<file path="src/logic/pcm_pkg.sv">
// Package with register map, reset values and pin-function encodings of the port pin mux.
package pcm_pkg;
    localparam logic [7:0] ADDR_PIN_LEVELS    = 8'h00;
    localparam logic [7:0] ADDR_OUTPUT_LATCH  = 8'h04;
    localparam logic [7:0] ADDR_DIRECTION     = 8'h08;
    localparam logic [7:0] ADDR_ANALOG_LOW    = 8'h0C;
    localparam logic [7:0] ADDR_ANALOG_HIGH   = 8'h10;
    localparam logic [7:0] ADDR_EDGE_RATE     = 8'h14;
    localparam logic [7:0] ADDR_FUNC_CTRL     = 8'h18;

    localparam logic [7:0] RST_LATCH          = 8'h00;
    localparam logic [7:0] RST_DIRECTION      = 8'hFF;
    localparam logic [7:0] RST_ANALOG_LOW     = 8'hF8;
    localparam logic [7:0] RST_ANALOG_HIGH    = 8'h0F;
    localparam logic [7:0] RST_EDGE_RATE      = 8'h07;
    localparam logic [7:0] RST_FUNC_CTRL      = 8'h00;

    localparam logic [7:0] MASK_ANALOG_LOW    = 8'hF8;
    localparam logic [7:0] MASK_ANALOG_HIGH   = 8'h0F;
    localparam logic [7:0] MASK_EDGE_RATE     = 8'h07;
    localparam logic [7:0] MASK_FUNC_CTRL     = 8'h0F;

    localparam int         BIT_ANALOG_PIN6    = 0;
    localparam int         BIT_ANALOG_PIN7    = 1;
    localparam int         BIT_FC_CCP_OUT     = 0;
    localparam int         BIT_FC_PWM_A       = 1;
    localparam int         BIT_FC_SERIAL      = 2;
    localparam int         BIT_FC_OSC         = 3;

    localparam logic [1:0] RESP_OKAY          = 2'h0;
    localparam logic [1:0] RESP_SLVERR        = 2'h2;

    typedef enum logic [1:0] {
        PCM_FN_LATCH = 2'b00,
        PCM_FN_PERIPH = 2'b01,
        PCM_FN_HIZ   = 2'b10,
        PCM_FN_ANALOG = 2'b11
    } pcm_fn_t;
endpackage : pcm_pkg

</file>
<file path="src/logic/pcm_pin_cell.sv">
// One pin cell: output select, enable and digital input gating.
`timescale 1ns/100ps
module pcm_pin_cell (
    input  wire logic           latch_bit,   // Port latch value
    input  wire logic           dir_bit,     // Direction bit, 1 is input
    input  wire logic           analog_select_low_bit,   // Analog select for the input path
    input  wire logic           periph_own,  // Peripheral owns the output
    input  wire logic           periph_data, // Peripheral output value
    input  wire logic           periph_hiz,  // Peripheral asks for high impedance
    input  wire logic           osc_own,     // Oscillator owns the pin
    input  wire logic           pin_in,      // Pin level
    output      logic           pin_out,     // Value driven on the pin
    output      logic           pin_oe_n,    // Low while the pin is driven
    output      logic           dig_in       // Digital input after gating
);
    always_comb begin
        pin_out  = 1'b0;
        pin_oe_n = 1'b1;
        if (osc_own) begin
            pin_out  = 1'b0;
            pin_oe_n = 1'b1;
        end else if (periph_own) begin
            pin_out  = periph_data;
            pin_oe_n = periph_hiz;
        end else begin
            pin_out  = latch_bit;
            pin_oe_n = dir_bit;
        end
        dig_in = pin_in & ~analog_select_low_bit & ~osc_own;
    end
endmodule : pcm_pin_cell

</file>
<file path="src/logic/pcm_regs.sv">
// Register storage for the port latch, direction, analog select, edge rate and function control.
`timescale 1ns/100ps
module pcm_regs (
    input  wire logic           aclk,      // Core clock
    input  wire logic           aresetn,   // Synchronous reset, active low
    input  wire logic           ce,        // Clock enable
    input  wire logic           wr_en,     // Write strobe
    input  wire logic [7:0]     wr_addr,   // Write byte address
    input  wire logic [7:0]     wr_data,   // Write data, after byte lane merge
    output      logic [7:0]     latch,     // Port latch
    output      logic [7:0]     dir,       // Direction
    output      logic [7:0]     analog_select_low_lo,  // Analog select low
    output      logic [7:0]     analog_select_low_hi,  // Analog select high
    output      logic [7:0]     edge_rate, // Edge rate control
    output      logic [7:0]     func_ctrl  // Function enables
);
    typedef struct packed {
        logic [7:0] latch;
        logic [7:0] dir;
        logic [7:0] alo;
        logic [7:0] ahi;
        logic [7:0] edge_rate;
        logic [7:0] fc;
    } pcm_regs_state_t;

    pcm_regs_state_t state;
    pcm_regs_state_t next_state;

    always_comb begin
        next_state = state;
        if (wr_en) begin
            if (wr_addr == pcm_pkg::ADDR_OUTPUT_LATCH || wr_addr == pcm_pkg::ADDR_PIN_LEVELS) begin
                next_state.latch = wr_data;
            end else if (wr_addr == pcm_pkg::ADDR_DIRECTION) begin
                next_state.dir = wr_data;
            end else if (wr_addr == pcm_pkg::ADDR_ANALOG_LOW) begin
                next_state.alo = wr_data & pcm_pkg::MASK_ANALOG_LOW;
            end else if (wr_addr == pcm_pkg::ADDR_ANALOG_HIGH) begin
                next_state.ahi = wr_data & pcm_pkg::MASK_ANALOG_HIGH;
            end else if (wr_addr == pcm_pkg::ADDR_EDGE_RATE) begin
                next_state.edge_rate = wr_data & pcm_pkg::MASK_EDGE_RATE;
            end else if (wr_addr == pcm_pkg::ADDR_FUNC_CTRL) begin
                next_state.fc = wr_data & pcm_pkg::MASK_FUNC_CTRL;
            end
        end
    end

    always_ff @(posedge aclk) begin
        if (!aresetn) begin
            state.latch     <= pcm_pkg::RST_LATCH;
            state.dir       <= pcm_pkg::RST_DIRECTION;
            state.alo       <= pcm_pkg::RST_ANALOG_LOW;
            state.ahi       <= pcm_pkg::RST_ANALOG_HIGH;
            state.edge_rate <= pcm_pkg::RST_EDGE_RATE;
            state.fc        <= pcm_pkg::RST_FUNC_CTRL;
        end else if (ce) begin
            state <= next_state;
        end
    end

    assign latch     = state.latch;
    assign dir       = state.dir;
    assign analog_select_low_lo  = state.alo;
    assign analog_select_low_hi  = state.ahi;
    assign edge_rate = state.edge_rate;
    assign func_ctrl = state.fc;
endmodule : pcm_regs

</file>
<file path="src/logic/pcm_top.sv">
// Pin mux for port pins 5 to 7 with an AXI4-Lite register slave.
// How it works
// - A compare or PWM result from the capture unit overrides the latch on pin 5 when it is an output.
// - PWM channel A overrides the latch on pin 5 and floats the pin during a shutdown event.
// - The serial port data output drives pin 7 instead of the latch while the port is active and pin 7 is an output.
// - Pin 6 feeds the serial slave-select input when its direction bit is 1.
// - Pin 6 feeds the shared 16-bit timer count input when its direction bit is 1.
// - With the low-power oscillator on, pin 6 is the oscillator input and digital I/O is off.
// - With the low-power oscillator on, pin 7 is the oscillator output and digital I/O is off.
// - Pins 6 and 7 connect to analog channels 8 and 9 when their direction bits are 1 and the low-power oscillator is off.
// - Functions that ignore the direction bit set the pin direction themselves.
// - The port latch holds one output value per pin, bits 7 to 0.
// - A set analog-select bit disables the digital input and pin reads return 0.
// - An output pin with analog select set still drives its digital output.
//
// Register access over AXI4-Lite and the placing of the registers were chosen for this implementation.
`timescale 1ns/100ps
module pcm_top (
    input  wire logic           aclk,           // Core clock, 125 MHz
    input  wire logic           aresetn,        // Synchronous reset, active low
    input  wire logic           ce,             // Clock enable, freezes state when low
    input  wire logic [7:0]     s_axi_awaddr,   // Write address
    input  wire logic [2:0]     s_axi_awprot,   // Write protection, unused
    input  wire logic           s_axi_awvalid,  // Write address valid
    output      logic           s_axi_awready,  // Write address ready
    input  wire logic [31:0]    s_axi_wdata,    // Write data
    input  wire logic [3:0]     s_axi_wstrb,    // Write strobes
    input  wire logic           s_axi_wvalid,   // Write data valid
    output      logic           s_axi_wready,   // Write data ready
    output      logic [1:0]     s_axi_bresp,    // Write response
    output      logic           s_axi_bvalid,   // Write response valid
    input  wire logic           s_axi_bready,   // Write response ready
    input  wire logic [7:0]     s_axi_araddr,   // Read address
    input  wire logic [2:0]     s_axi_arprot,   // Read protection, unused
    input  wire logic           s_axi_arvalid,  // Read address valid
    output      logic           s_axi_arready,  // Read address ready
    output      logic [31:0]    s_axi_rdata,    // Read data
    output      logic [1:0]     s_axi_rresp,    // Read response
    output      logic           s_axi_rvalid,   // Read data valid
    input  wire logic           s_axi_rready,   // Read data ready
    input  wire logic [2:0]     pin_in,         // Pin levels of pins 5 to 7
    output      logic [2:0]     pin_out,        // Driven values of pins 5 to 7
    output      logic [2:0]     pin_oe_n,       // Output enables, low while driven
    input  wire logic [4:0]     low_pins_in,    // Digital input of pins 0 to 4
    input  wire logic           ccp_out_en,     // Capture unit drives compare or PWM output
    input  wire logic           ccp_out,        // Compare or PWM output value
    input  wire logic           pwm_a_en,       // PWM channel A active
    input  wire logic           pwm_a,          // PWM channel A value
    input  wire logic           pwm_shutdown,   // PWM shutdown event active
    input  wire logic           pwm_sd_hiz,     // Float channel A during shutdown
    input  wire logic           serial_active,  // Serial port enabled
    input  wire logic           serial_data_out, // Serial data output
    input  wire logic           osc_enable,     // Low-power oscillator enabled
    output      logic           capture_in,     // Capture input from pin 5
    output      logic           timer8_count_input,  // 8-bit timer count input
    output      logic           timer16_count_input, // Shared 16-bit timer count input
    output      logic           slave_select_n, // Serial slave select, active low
    output      logic           analog_channel_eight, // Pin 6 routed to analog channel 8
    output      logic           analog_channel_nine,  // Pin 7 routed to analog channel 9
    output      logic           lowpower_osc_in,  // Pin 6 belongs to the oscillator input
    output      logic           lowpower_osc_out, // Pin 7 belongs to the oscillator output
    output      logic [2:0]     edge_rate_slow  // Reduced edge rate per port
);
    typedef struct packed {
        logic        aw_full;
        logic [7:0]  aw_addr;
        logic        w_full;
        logic [31:0] w_data;
        logic [3:0]  w_strb;
        logic        bvalid;
        logic [1:0]  bresp;
        logic        rvalid;
        logic [1:0]  rresp;
        logic [31:0] rdata;
    } pcm_bus_state_t;

    pcm_bus_state_t state;
    pcm_bus_state_t next_state;

    logic [7:0] latch;
    logic [7:0] dir;
    logic [7:0] analog_select_low_lo;
    logic [7:0] analog_select_low_hi;
    logic [7:0] edge_rate;
    logic [7:0] func_ctrl;
    logic [2:0] dig_in;
    logic [2:0] periph_own;
    logic [2:0] periph_data;
    logic [2:0] periph_hiz;
    logic [2:0] osc_own;
    logic [2:0] analog_select_low_up;
    logic [7:0] pin_levels;
    logic       wr_fire;
    logic       wr_known;
    logic       rd_known;
    logic [7:0] wr_byte;
    logic [7:0] wr_base;
    logic [7:0] rd_value;
    logic       osc_on;
    logic       ccp_on;
    logic       pwm_on;
    logic       ser_on;

    // Function enables from software are ANDed with the peripheral's own request.
    assign ccp_on = ccp_out_en & func_ctrl[pcm_pkg::BIT_FC_CCP_OUT];
    assign pwm_on = pwm_a_en & func_ctrl[pcm_pkg::BIT_FC_PWM_A];
    assign ser_on = serial_active & func_ctrl[pcm_pkg::BIT_FC_SERIAL];
    assign osc_on = osc_enable & func_ctrl[pcm_pkg::BIT_FC_OSC];

    // PWM channel A outranks the compare output on pin 5.
    always_comb begin
        periph_own  = 3'b000;
        periph_data = 3'b000;
        periph_hiz  = 3'b000;
        if (pwm_on) begin
            periph_own[0]  = 1'b1;
            periph_data[0] = pwm_a;
            periph_hiz[0]  = pwm_shutdown & pwm_sd_hiz;
        end else if (ccp_on && !dir[5]) begin
            periph_own[0]  = 1'b1;
            periph_data[0] = ccp_out;
        end
        if (ser_on && !dir[7]) begin
            periph_own[2]  = 1'b1;
            periph_data[2] = serial_data_out;
        end
    end

    assign osc_own  = {osc_on, osc_on, 1'b0};
    assign analog_select_low_up = {analog_select_low_hi[pcm_pkg::BIT_ANALOG_PIN7],
                       analog_select_low_hi[pcm_pkg::BIT_ANALOG_PIN6], 1'b0};

    genvar gi;
    generate
        for (gi = 0; gi < 3; gi++) begin : g_pin
            pcm_pin_cell u_cell (
                .latch_bit   (latch[gi + 5]),
                .dir_bit     (dir[gi + 5]),
                .analog_select_low_bit   (analog_select_low_up[gi]),
                .periph_own  (periph_own[gi]),
                .periph_data (periph_data[gi]),
                .periph_hiz  (periph_hiz[gi]),
                .osc_own     (osc_own[gi]),
                .pin_in      (pin_in[gi]),
                .pin_out     (pin_out[gi]),
                .pin_oe_n    (pin_oe_n[gi]),
                .dig_in      (dig_in[gi])
            );
        end
    endgenerate

    // Digital peripheral inputs follow the gated digital input of their pin while its direction bit is 1; slave_select_n stays 1 while the oscillator is on.
    assign capture_in           = dig_in[0] & dir[5];
    assign timer8_count_input   = dig_in[0] & dir[5];
    assign timer16_count_input  = dig_in[1] & dir[6];
    assign slave_select_n       = ~(dir[6] & ~osc_on) | dig_in[1];
    assign analog_channel_eight = dir[6] & ~osc_on;
    assign analog_channel_nine  = dir[7] & ~osc_on;
    assign lowpower_osc_in      = osc_on;
    assign lowpower_osc_out     = osc_on;
    assign edge_rate_slow       = edge_rate[2:0];

    // Output pins read back their driven value, or 0 with analog select set; input pins read their gated level.
    always_comb begin
        pin_levels[4:0] = low_pins_in;
        for (int i = 0; i < 3; i++) begin
            pin_levels[i + 5] = pin_oe_n[i] ? dig_in[i] : (pin_out[i] & ~analog_select_low_up[i]);
        end
    end

    assign wr_fire = state.aw_full && state.w_full && !state.bvalid;

    always_comb begin
        wr_base = 8'h00;
        if (state.aw_addr == pcm_pkg::ADDR_OUTPUT_LATCH || state.aw_addr == pcm_pkg::ADDR_PIN_LEVELS) begin
            wr_base = latch;
        end else if (state.aw_addr == pcm_pkg::ADDR_DIRECTION) begin
            wr_base = dir;
        end else if (state.aw_addr == pcm_pkg::ADDR_ANALOG_LOW) begin
            wr_base = analog_select_low_lo;
        end else if (state.aw_addr == pcm_pkg::ADDR_ANALOG_HIGH) begin
            wr_base = analog_select_low_hi;
        end else if (state.aw_addr == pcm_pkg::ADDR_EDGE_RATE) begin
            wr_base = edge_rate;
        end else if (state.aw_addr == pcm_pkg::ADDR_FUNC_CTRL) begin
            wr_base = func_ctrl;
        end
        wr_byte = state.w_strb[0] ? state.w_data[7:0] : wr_base;
    end

    assign wr_known = (state.aw_addr == pcm_pkg::ADDR_PIN_LEVELS)
                   || (state.aw_addr == pcm_pkg::ADDR_OUTPUT_LATCH)
                   || (state.aw_addr == pcm_pkg::ADDR_DIRECTION)
                   || (state.aw_addr == pcm_pkg::ADDR_ANALOG_LOW)
                   || (state.aw_addr == pcm_pkg::ADDR_ANALOG_HIGH)
                   || (state.aw_addr == pcm_pkg::ADDR_EDGE_RATE)
                   || (state.aw_addr == pcm_pkg::ADDR_FUNC_CTRL);

    always_comb begin
        rd_value = 8'h00;
        rd_known = 1'b1;
        if (s_axi_araddr == pcm_pkg::ADDR_PIN_LEVELS) begin
            rd_value = pin_levels;
        end else if (s_axi_araddr == pcm_pkg::ADDR_OUTPUT_LATCH) begin
            rd_value = latch;
        end else if (s_axi_araddr == pcm_pkg::ADDR_DIRECTION) begin
            rd_value = dir;
        end else if (s_axi_araddr == pcm_pkg::ADDR_ANALOG_LOW) begin
            rd_value = analog_select_low_lo;
        end else if (s_axi_araddr == pcm_pkg::ADDR_ANALOG_HIGH) begin
            rd_value = analog_select_low_hi;
        end else if (s_axi_araddr == pcm_pkg::ADDR_EDGE_RATE) begin
            rd_value = edge_rate;
        end else if (s_axi_araddr == pcm_pkg::ADDR_FUNC_CTRL) begin
            rd_value = func_ctrl;
        end else begin
            rd_known = 1'b0;
        end
    end

    assign s_axi_awready = ce && !state.aw_full;
    assign s_axi_wready  = ce && !state.w_full;
    assign s_axi_arready = ce && !state.rvalid;
    assign s_axi_bvalid  = state.bvalid;
    assign s_axi_bresp   = state.bresp;
    assign s_axi_rvalid  = state.rvalid;
    assign s_axi_rresp   = state.rresp;
    assign s_axi_rdata   = state.rdata;

    always_comb begin
        next_state = state;
        if (s_axi_awvalid && s_axi_awready) begin
            next_state.aw_full = 1'b1;
            next_state.aw_addr = {s_axi_awaddr[7:2], 2'b00};
        end
        if (s_axi_wvalid && s_axi_wready) begin
            next_state.w_full = 1'b1;
            next_state.w_data = s_axi_wdata;
            next_state.w_strb = s_axi_wstrb;
        end
        if (wr_fire) begin
            next_state.aw_full = 1'b0;
            next_state.w_full  = 1'b0;
            next_state.bvalid  = 1'b1;
            next_state.bresp   = wr_known ? pcm_pkg::RESP_OKAY : pcm_pkg::RESP_SLVERR;
        end else if (state.bvalid && s_axi_bready) begin
            next_state.bvalid = 1'b0;
        end
        if (s_axi_arvalid && s_axi_arready) begin
            next_state.rvalid = 1'b1;
            next_state.rdata  = {24'h000000, rd_value};
            next_state.rresp  = rd_known ? pcm_pkg::RESP_OKAY : pcm_pkg::RESP_SLVERR;
        end else if (state.rvalid && s_axi_rready) begin
            next_state.rvalid = 1'b0;
        end
    end

    always_ff @(posedge aclk) begin
        if (!aresetn) begin
            state <= '0;
        end else if (ce) begin
            state <= next_state;
        end
    end

    pcm_regs u_regs (
        .aclk      (aclk),
        .aresetn   (aresetn),
        .ce        (ce),
        .wr_en     (wr_fire && wr_known),
        .wr_addr   (state.aw_addr),
        .wr_data   (wr_byte),
        .latch     (latch),
        .dir       (dir),
        .analog_select_low_lo  (analog_select_low_lo),
        .analog_select_low_hi  (analog_select_low_hi),
        .edge_rate (edge_rate),
        .func_ctrl (func_ctrl)
    );
endmodule : pcm_top

</file>
<file path="config.mk">
export PLATFORM = sky130hd
export DESIGN_NAME = pcm_top
export DESIGN_NICKNAME = d
export VERILOG_FILES = /design/src/logic/pcm_pkg.sv /design/src/logic/pcm_pin_cell.sv /design/src/logic/pcm_regs.sv /design/src/logic/pcm_top.sv
export SDC_FILE = /design/constraint.sdc
export NUM_CORES = 1
export LEC_CHECK = 0
export BUFFER_PORTS_ARGS = -buffer_cell sky130_fd_sc_hd__buf_2
export CORE_ASPECT_RATIO = 1.75
export CORE_UTILIZATION = 25
export CTS_CLUSTER_DIAMETER = 80
export DETAILED_ROUTE_END_ITERATION = 7
export PLACE_DENSITY = 0.44
export SYNTH_ARGS = -nofsm -noshare
export SYNTH_HDL_FRONTEND = slang
export SYNTH_SLANG_ARGS = --single-unit
</file>
<file path="constraint.sdc">
create_clock -name aclk -period 3.52 [get_ports aclk]
set_clock_uncertainty 0.05 [all_clocks]
set_input_delay 0.352 -clock aclk [delete_from_list [all_inputs] [get_ports aclk]]
set_output_delay 0.352 -clock aclk [all_outputs]
set_load 0.005 [all_outputs]
</file>
==> Yosys cells after proc, flatten, opt, wreduce, memory -nomap -nowiden <==
Cells that the tools add are included.
{ "word_totals": {"in_bits": 83, "word_cells": 146, "ram_bits": 0, "latch_bits": 0, "output_inout_bits": 58, "mem_bits_ro": 0, "register_bits": 90, "memories": 0} }
{ "classes": {"add_sub_neg": 0, "reduce_logical": 45, "n_mul": 0, "eq_ne": 12, "order_cmp": 0, "n_mux": 48, "div_mod_pow": 0, "bitwise_logic": 25, "shift": 0} }
{ "op_table": {"columns": ["operator", "n"], "rows": [
  ["8-bit two-way mux", 8],
  ["37-bit two-way mux", 1],
  ["1-bit two-way mux", 31],
  ["8-bit by 5-bit equality test with 1-bit output, second input constant", 3],
  ["4-bit two-way mux", 5],
  ["6-bit by 3-bit equality test with 1-bit output, second input constant", 3],
  ["8-bit by 4-bit equality test with 1-bit output, second input constant", 2],
  ["8-bit zero test", 2],
  ["2-bit AND reduction", 8],
  ["1-bit AND", 15],
  ["1-bit logical AND", 13],
  ["6-bit by 2-bit equality test with 1-bit output, second input constant", 2],
  ["9-bit two-way mux", 1],
  ["1-bit inverter", 9],
  ["8-bit by 3-bit equality test with 1-bit output, second input constant", 1],
  ["8-bit AND reduction", 1],
  ["2-bit nonzero test", 4],
  ["7-bit AND reduction", 1],
  ["6-bit by 1-bit equality test with 1-bit output, second input constant", 1],
  ["1-bit zero test", 6],
  ["1-bit logical OR", 6],
  ["6-bit AND reduction", 1],
  ["5-bit AND reduction", 1],
  ["2-bit two-way mux", 2],
  ["3 further kinds", 3]
]} }

==> Logic depth before layout (Yosys ltp) <==
Gate-level depths: netlist of the first run.
{ "depth": {"depth_word": 9, "depth_mapped": 7, "mapped_depth_nobuf": 5} }

==> Hierarchy <==
Synthesis of the first run repeated with hierarchy kept, for this count alone.
{ "unflattened": {"hier_cells": 497, "area_unflattened_um2": 4230.3} }
{ "by_module_without_submodules": {"columns": ["module", "area_per_inst_um2", "seq_area_each_um2", "cells_per_inst", "instances"], "rows": [
  ["pcm_top", 2612.5, 580.6, 334, 1],
  ["pcm_regs", 1508.9, 640.6, 148, 1],
  ["pcm_pin_cell", 36.3, 0.0, 5, 3]
]} }

==> Worst setup path before layout of the first run <==
Ideal clock, no wire load.
{ "synth_timing": {"path_type": "reg2reg", "start": "register state[78] (netlist name)", "end": "register u_regs.latch[3] (netlist name)", "required_time_ps": 3391, "n_path_buf": 2, "setup_ps": 79, "synth_period_minus_slack_ps": 1704, "setup_slack_ps": 1816, "path_stages_with_launch": 8, "arrival_time_ps": 1574, "cell_sequence": "dfxtp_1 clkbuf_2 nor4b_4 and3_1 buf_4 a211oi_2 o31a_4 a211oi_2"} }
{ "synth_via": {"elab_chain_cells": 9, "word_cells_on_any_way": 21, "cone_classes": "eq/ne (6); mux (6); reduce/logical (9)"} }
{ "synth_lines": {"columns": ["element", "line_no", "text"], "rows": [
  ["start, declared", "pcm_top.sv:77", "pcm_bus_state_t state;"],
  ["start signal, assigned", "pcm_top.sv:262", "state <= next_state;"],
  ["branches (longest 9 deep; another with 8-bit two-way mux)", null, null]
]} }
Several ways; the timed one is not identified.
A chain may end at the register's enable or synchronous reset.

==> Worst setup path after layout of the first run <==
{ "layout_timing": {"start": "register state[78] (netlist name)", "end": "register u_regs.dir[1] (netlist name)"} }
{ "layout_via": {"elab_chain_cells": 9, "word_cells_on_any_way": 22, "cone_classes": "eq/ne (6); mux (6); bitwise (1); reduce/logical (9)"} }
{ "layout_lines": {"columns": ["element"], "rows": [
  ["branches (longest 9 deep; another with 8-bit two-way mux)"]
]} }
Several ways; the timed one is not identified.

==> results_dict.tcl, run 1 <==
set metrics [dict create \
    syn-cell-area_um2 3580 \
    maxCapViolCount 0 \
    drc 0 \
    dpl.cell_count 653 \
    fin_area_um2 4140 \
    min_path_type "in2reg" \
    crit_buf_inv 0 \
    yosys_warnings 0 \
    worst_path_max_delay_cell "dfxtp_1" \
    leakagePower_nw 1.74 \
    path_delay_family "simple AND/OR/NAND/NOR gates" \
    synth_cell_types 56 \
    numCtsBuffers 9 \
    io_buffers 79 \
    yosys.area.top_type "dfxtp_1" \
    synth_most_common_cell "dfxtp_1" \
    path_class "reg2reg" \
    grt_pass1_vias 3124 \
    drt-total-wl_um 10600 \
    regArea_um2 1220 \
    drtPass1Iterations 4 \
    grt_pass1_wl_um 16800 \
    setup.worst_path.start_class "flop" \
    wl_per_cell_um 15.9 \
    cts_tree "yes" \
    path_cells "nor2_1, a21oi_1, nand4_1, nor2_1, a21oi_1" \
    outcome "completed" \
    cell_internal_pwr_mw 1.33 \
    clockRootBuffer "clkbuf_16" \
    finalCriticalPeriod_ns 2.45 \
    fp.dieH_um 160 \
    swShare 0.248 \
    core_area_um2 13900 \
    pwr-share-seq 0.413 \
    gp_congestion 0.745 \
    die_area_um2 14800 \
    required_ns 3.66 \
    cts_setup_buffers 0 \
    antenna_found_initial 0 \
    slew_headroom 0.503 \
    ir_worst_vdd_uv 186 \
    ys_seq_area_frac 0.341 \
    fill_cells 1510 \
    setup_violations 0 \
    yosys_register_bits 61 \
    drive_above_1_share 0.230 \
    cp.arrival_ns 2.58 \
    critPathMaxStageDelay_ns 0.66 \
    finalMaxSlewViolations 0 \
    p_switching_mw 0.437 \
    via_per_inst 4.84 \
    crit_fanout 17 \
    fin_nets 570 \
    dp_hpwl_um 8210 \
    pwr-share-comb 0.111 \
    reg2reg_slack_ns 1.07 \
    ys.flop_type "dfxtp_1" \
    multi_input_area_um2 1960 \
    numClockSinks 61 \
    io_pins 141 \
    instances_no_fill 668 \
    synth_top_area_share 0.341 \
    drt_iter0_markers 171 \
    netlist_instances 442 \
    path_clk_slew_ns 0.05 \
    worst_slew_pin_slew_ns 0.744 \
    synthTopCellsByCount "dfxtp_1 (61), nand2_1 (50), buf_4 (45)" \
    clock_latency_ns 0.33 \
    pwr_density_cell_nw_per_um2 427 \
    async_flop_share 0 \
    fp.dieW_um 92.5 \
    grt-ovfl-total 0 \
    grt_max_degree 34 \
    hold_violations 0 \
    rsz0062_at_grt "false" \
    finalPower_mw 1.77 \
    tns_ns 0 \
    htree_levels 3 \
    num_rows 57 \
    utilization 0.298 \
    cts_hold_buffers 0 \
    place_area_um2 3860 \
    grt_usage 0.149 \
    synth_edf_count 0 \
    cts_resized 0 \
    clock_power_share 0.476 \
    initial_core_util 0.258 \
    fmax_mhz 409 \
    area_growth_pct 15.4 \
    end_kind "flop" \
    clock_path_buffers 2 \
    vias 3236 \
    antenna_cells 0 \
    synth.avg_cell_area_um2 8.11 \
    fin_crit_sh 0.695 \
    ant_nets 0 \
    synth_area_leaders "dfxtp_1 (34%), buf_4 (9.4%), nand2_1 (5.2%)" \
]
==> sequential cells by signal (all words and copies together), names as in the netlist <==
signal                       count
u_regs.edge_rate                 3
u_regs.analog_select_low_lo      5
u_regs.dir                       8
s_axi_bvalid                     1
s_axi_rdata                      8
s_axi_bresp                      1
state                           17
u_regs.latch                     8
u_regs.analog_select_low_hi      4
s_axi_rresp                      1
u_regs.func_ctrl                 4
s_axi_rvalid                     1
==> worst paths after layout <==
check | start | to | depth (start not counted)
max | state[78] | u_regs.dir[1] | 5
min | s_axi_awaddr[4] | state[79] | 3
max reg2reg | state[78] | u_regs.dir[1] | 5
min reg2reg | state[49] | state[49] | 2
==> final cells by class <==
cell class,instances,share of cell area
Timing Repair Buffer,81,0.0992
Multi-Input combinational cell,320,0.473
Tap cell,177,0.0535
Sequential cell,61,0.295
Clock buffer,13,0.0581
Inverter,14,0.0127
Clock inverter,2,0.00847
==> metal layers <==
metal  track usage  wire length [um]  vias up
li1              -                 -     1615
met1         0.164              4190     1508
met2         0.273              5730      100
met3        0.0265               485       13
met4        0.0639               238        0
met5             0                 0        -
==> kinds of logic after synthesis <==
| group | after synthesis | share of synthesized area |
|---|---|---|
| and+or+nand+nor | 151 | 0.225 |
| DFF | 61 | 0.341 |
| AOI/OAI and AO/OA | 128 | 0.248 |
| muxes | 15 | 0.0457 |
| buffers and inverters | 86 | 0.140 |
| other | 1 | 0.00105 |
==> through the flow <==
step | setup slack (ns) | hold WS, ns
floorplan | 1.82 | 0.382
global placement | 1.10 | 0.394
detailed placement | 1.05 | 0.399
CTS | 1.05 | 0.193
global route | 0.832 | 0.209
finish | 1.07 | 0.203
==> tightest hold or removal path, delay by kind of cell <==
kind                   cells  cell delay, ns
buffers and inverters      1            0.07
and+or+nand+nor            1            0.07
muxes                      1            0.05
==> placed cells by master, fill, tap and decap left out, types with 11 or more instances in the layout <==
| master | synthesis | routed |
|---|---|---|
| a21oi_1 | 35 | 35 |
| a22oi_1 | 11 | 11 |
| buf_2 | 6 | 79 |
| conb_1 | 1 | 26 |
| dfxtp_1 | 61 | 61 |
| inv_1 | 13 | 13 |
| mux2i_1 | 13 | 13 |
| nand2_1 | 50 | 50 |
| nor2_1 | 30 | 30 |
| o21ai_0 | 25 | 25 |
==> power groups by stage <==
| stage | registers [mW] | logic [mW] | clock network [mW] |
|---|---|---|---|
| CTS | 0.729 | 0.199 | 0.859 |
| detailed placement | 0.743 | 0.198 | 0 |
| floorplan | 0.731 | 0.164 | 0 |
| finish | 0.729 | 0.197 | 0.840 |
| global placement | 0.743 | 0.196 | 0 |
| global route | 0.732 | 0.220 | 0.885 |
No activity file was read; power rests on OpenSTA's default activity.
==> inputs of run 2 (changes only) <==
==> constraint.sdc (replaced) <==
create_clock -name aclk -period 2.3 [get_ports aclk]
set_clock_uncertainty 0.05 [all_clocks]
set_input_delay 0.23 -clock aclk [delete_from_list [all_inputs] [get_ports aclk]]
set_output_delay 0.23 -clock aclk [all_outputs]
set_load 0.005 [all_outputs]
==> run 2 against run 1 <==
  * Maximum frequency rose by 20%
  * Clock-buffer cell count fell by 1
  * Register-to-register slack got worse by 0.81 ns
  * Hold slack got worse by 0.12 ns
  * Wire length rose by 2.7%
  * Critical path type unchanged
  * Non-clock buffer count rose by 11
  * Setup slack got worse by 0.81 ns
  * Clock power rose by 50%
  * Sequential share of layout area fell by 0.60 points
  * Via count rose by 1.9%
  * Sequential cell count did not move
  * Total power rose by 52%
==> results_dict.tcl, run 2 (same netlist as run 1, synthesis figures left out) <==
set metrics [dict create \
    worst_slew_pin_slew_ns 0.609 \
    drive_above_1_share 0.254 \
    fill_cells 1520 \
    min_path_type "in2reg" \
    io_buffers 79 \
    ir_worst_vdd_uv 291 \
    tns_ns 0 \
    area_growth_pct 17.8 \
    io_pins 141 \
    num_rows 57 \
    grt-ovfl-total 0 \
    cts_resized 0 \
    dp_hpwl_um 8410 \
    fmax_mhz 493 \
    pwr_density_cell_nw_per_um2 637 \
    dpl.cell_count 664 \
    rsz0062_at_grt "false" \
    gp_congestion 0.761 \
    numCtsBuffers 9 \
    clock_latency_ns 0.33 \
    path_delay_family "simple AND/OR/NAND/NOR gates" \
    crit_buf_inv 0 \
    fin_crit_sh 0.883 \
    grt_pass1_wl_um 17200 \
    wl_per_cell_um 16.1 \
    cts_setup_buffers 0 \
    setup.worst_path.start_class "flop" \
    cp.arrival_ns 2.17 \
    worst_path_max_delay_cell "nor2_1" \
    outcome "completed" \
    fin_nets 581 \
    final_common_cell "buf_2" \
    finalMaxSlewViolations 0 \
    regMostFlops "state" \
    path_clk_slew_ns 0.05 \
    fp.dieW_um 92.5 \
    drtPass1Iterations 4 \
    drc 0 \
    ant_nets 0 \
    die_area_um2 14800 \
    clockRootBuffer "clkbuf_16" \
    end_kind "flop" \
    regArea_um2 1220 \
    antenna_cells 0 \
    htree_levels 3 \
    critPathMaxStageDelay_ns 0.52 \
    crit_fanout 10 \
    leakagePower_nw 1.80 \
    setup_violations 0 \
    core_area_um2 13900 \
    clock_path_buffers 2 \
    antenna_found_initial 0 \
    path_class "reg2reg" \
    utilization 0.304 \
    largest_reg_flops 17 \
    grt_pass1_vias 3233 \
    fp.dieH_um 160 \
    mostFrequentLayoutCells "buf_2 (79), dfxtp_1 (61), nand2_1 (50)" \
    multi_input_area_um2 1960 \
    drt-total-wl_um 10900 \
    hold_violations 0 \
    numClockSinks 61 \
    instances_no_fill 680 \
    grt_max_degree 33 \
    drt_iter0_markers 207 \
    required_ns 2.44 \
    finalPower_mw 2.69 \
    grt_usage 0.154 \
    via_per_inst 4.85 \
    vias 3297 \
    cts_tree "yes" \
    cts_hold_buffers 0 \
    slew_headroom 0.593 \
    maxCapViolCount 0 \
    initial_core_util 0.258 \
    finalCriticalPeriod_ns 2.03 \
    path_cells "nor2_1, and3_1, a2111oi_2, a221oi_2, a22oi_1" \
]
==> run 2: where the power goes <==
part	switching (mW)	internal (mW)	total, mW	leakage [nW]
Clock	0.482	0.781	1.26	0.138
Sequential	0.0268	1.08	1.11	0.495
Combinational	0.191	0.128	0.319	1.16
Total	0.700	1.99	2.69	1.80
==> run 2: routing by layer <==
| layer | global-route usage | wire, um | part of all wire | vias up |
|---|---|---|---|---|
| li1 | - | - | - | 1641 |
| met1 | 0.164 | 4290 | 0.39 | 1523 |
| met2 | 0.282 | 5930 | 0.54 | 121 |
| met3 | 0.0308 | 504 | 0.046 | 12 |
| met4 | 0.0717 | 213 | 0.019 | 0 |
| met5 | 0 | 0 | 0 | - |
==> run 2: cell type report <==
class / instances / area share
tap: 177 / 0.0524
clock buffer: 12 / 0.0607
inverter: 14 / 0.0124
sequential: 61 / 0.289
timing repair buffer: 92 / 0.117
multi-input combinational: 320 / 0.463
clock inverter: 4 / 0.00533
==> run 2: worst reg2reg max path, stage by stage (launching register included) <==
cell and delay, ns:
dfxtp_1 0.38, nor2_1 0.52, and3_1 0.28, a2111oi_2 0.05, a221oi_2 0.43, a22oi_1 0.18
==> run 2: per-stage QoR <==
stage	instance area (um^2)	setup slack (ns)	hold slack (ns)
after global placement	3950	0.325	0.395
final	4220	0.270	0.0787
after detailed placement	3950	0.291	0.399
after floorplan	3680	0.596	0.316
after global routing	4220	0.148	0.0936
after CTS	4220	0.288	0.0646
==> run 2: worst paths after layout <==
check | slack, ns | from | depth (start not counted) | endpoint
setup / recovery | 0.27 | state[82] | 5 | u_regs.edge_rate[0]
hold / removal | 0.08 | s_axi_awaddr[6] | 3 | state[81]
setup reg to reg | 0.27 | state[82] | 5 | u_regs.edge_rate[0]
hold reg to reg | 0.40 | state[49] | 2 | state[49]
==> inputs of run 3 (changes only) <==
--- a/config.mk
+++ b/config.mk
@@ -6,11 +6,10 @@
 export NUM_CORES = 1
 export LEC_CHECK = 0
 export BUFFER_PORTS_ARGS = -buffer_cell sky130_fd_sc_hd__buf_2
-export CORE_ASPECT_RATIO = 1.75
 export CORE_UTILIZATION = 25
 export CTS_CLUSTER_DIAMETER = 80
 export DETAILED_ROUTE_END_ITERATION = 7
-export PLACE_DENSITY = 0.44
+export PLACE_DENSITY = 0.59
 export SYNTH_ARGS = -nofsm -noshare
 export SYNTH_HDL_FRONTEND = slang
 export SYNTH_SLANG_ARGS = --single-unit
==> run 3 against run 2 <==
  * Critical path depth stayed put
  * Setup slack about the same
  * Die area fell by 0.13%
  * Sequential cell count did not move
  * Clock power about the same
  * Sequential share of layout area is essentially flat
  * Sequential power is essentially flat
  * Combinational power about the same
  * Hold slack improved by 0.024 ns
  * Non-clock buffer count unchanged
  * Register-to-register slack is essentially flat
  * Critical endpoint is now u_regs.latch[3]
==> results_dict.tcl, run 3 (same netlist as run 1, synthesis figures left out) <==
set metrics [dict create \
    maxCapViolCount 0 \
    path_class "reg2reg" \
    clock_power_share 0.464 \
    via_per_inst 4.77 \
    setup_violations 0 \
    cts_hold_buffers 0 \
    grt_pass1_wl_um 16500 \
    required_ns 2.49 \
    htree_levels 3 \
    dpl.cell_count 667 \
    vias 3255 \
    finalCriticalPeriod_ns 2.03 \
    ant_nets 0 \
    drtPass1Iterations 4 \
    grt_max_degree 33 \
    antenna_found_initial 0 \
    startpoint "state[78]" \
    drc 0 \
    dp_hpwl_um 7870 \
    utilization 0.303 \
    crit_buf_inv 0 \
    drt-total-wl_um 10300 \
    ir_worst_vdd_uv 332 \
    worst_path_max_delay_cell "dfxtp_1" \
    grt_pass1_vias 3127 \
    cts_setup_buffers 0 \
    grt-ovfl-total 0 \
    numCtsBuffers 9 \
    reg2regPathDepth 5 \
    critPathCapture "u_regs.latch[3]" \
    grt_usage 0.145 \
    critPathMaxStageDelay_ns 0.53 \
    hold_violations 0 \
    cell_internal_pwr_mw 2.02 \
    pwr_density_cell_nw_per_um2 633 \
    regMostFlops "state" \
    fp.dieH_um 122 \
    num_rows 43 \
    cts_tree "yes" \
    mostFrequentLayoutCells "buf_2 (79), dfxtp_1 (61), nand2_1 (50)" \
    fill_cells 1507 \
    min_from "s_axi_awaddr[7]" \
    pwr-share-seq 0.416 \
    die_area_um2 14800 \
    rsz0062_at_grt "false" \
    io_pins 141 \
    leakagePower_nw 1.79 \
    swShare 0.244 \
    clock_path_buffers 2 \
    clockRootBuffer "clkbuf_16" \
    gp_congestion 0.854 \
    crit_top_cell "a211oi_2" \
    end_kind "flop" \
    cts_resized 0 \
    pwr-share-comb 0.120 \
    path_clk_slew_ns 0.05 \
    worst_slew_pin_slew_ns 0.629 \
    fin_nets 581 \
    cp.depth 5 \
    min_path_type "in2reg" \
    core_area_um2 13900 \
    initial_core_util 0.257 \
    tns_ns 0 \
    drive_above_1_share 0.251 \
    wl_per_cell_um 15.1 \
    place_area_um2 3950 \
    slew_headroom 0.579 \
    largest_reg_flops 17 \
    area_growth_pct 17.9 \
    p_switching_mw 0.654 \
    io_buffers 79 \
    numClockSinks 61 \
    fin_crit_sh 0.883 \
    path_cells "nor4b_4, and3_1, a211oi_2, o31a_4, a211oi_2" \
    reg2reg_to "u_regs.latch[3]" \
    r2r_start "state[78]" \
    fmax_mhz 492 \
    instances_no_fill 682 \
    finalMaxSlewViolations 0 \
    reg2reg_slack_ns 0.27 \
    setup.worst_path.start_class "flop" \
    antenna_cells 0 \
    final_common_cell "buf_2" \
    cp.arrival_ns 2.22 \
    fin_area_um2 4230 \
    outcome "completed" \
    crit_fanout 11 \
    path_delay_family "simple AND/OR/NAND/NOR gates" \
    clock_latency_ns 0.33 \
    fp.dieW_um 122 \
    drt_iter0_markers 226 \
]
## run 3: worst min-delay path by stage
stage / to / slack [ns] / cells past startpoint
3_5_place_dp: s_axi_rdata[3] / 0.39 / 2
5_1_grt: state[43] / 0.10 / 3
4_1_cts: state[48] / 0.09 / 3
2_1_floorplan: state[45] / 0.32 / 2
3_3_place_gp: s_axi_rdata[3] / 0.39 / 2
6_report: state[82] / 0.10 / 3
## run 3: worst min-delay path, stage by stage
cell and delay (ns):
buf_2 0.08, mux2i_1 0.05, nor2_1 0.07
## run 3: cell type report
type,count,area (um^2),area share
Sequential cell,61,1220,0.289
Clock inverter,1,5.00,0.00118
Timing Repair Buffer,92,493,0.117
Inverter,14,52.6,0.0124
Multi-Input combinational cell,320,1960,0.463
Clock buffer,14,274,0.0648
Tap cell,180,225,0.0533
## run 3: metrics by stage
stage | total power [mW] | setup WS, ns | hold WS, ns
finish | 2.68 | 0.269 | 0.103
global route | 2.80 | 0.146 | 0.102
CTS | 2.71 | 0.264 | 0.0878
detailed placement | 1.46 | 0.278 | 0.395
global placement | 1.45 | 0.350 | 0.392
floorplan | 1.37 | 0.596 | 0.316
## run 3: layer usage
layer  track usage  routed length (um)  up-vias
met5             0                   0        -
met4        0.0401                  72        0
met3        0.0463                 651        6
met2         0.229                4810      105
met1         0.188                4740     1510
li1              -                   -     1634
## run 3: power groups by stage
stage	clock, mW	combinational [mW]	sequential (mW)
after floorplan	0	0.251	1.12
after global placement	0	0.314	1.13
after detailed placement	0	0.320	1.14
after CTS	1.28	0.322	1.11
after global routing	1.32	0.360	1.12
final	1.24	0.322	1.11
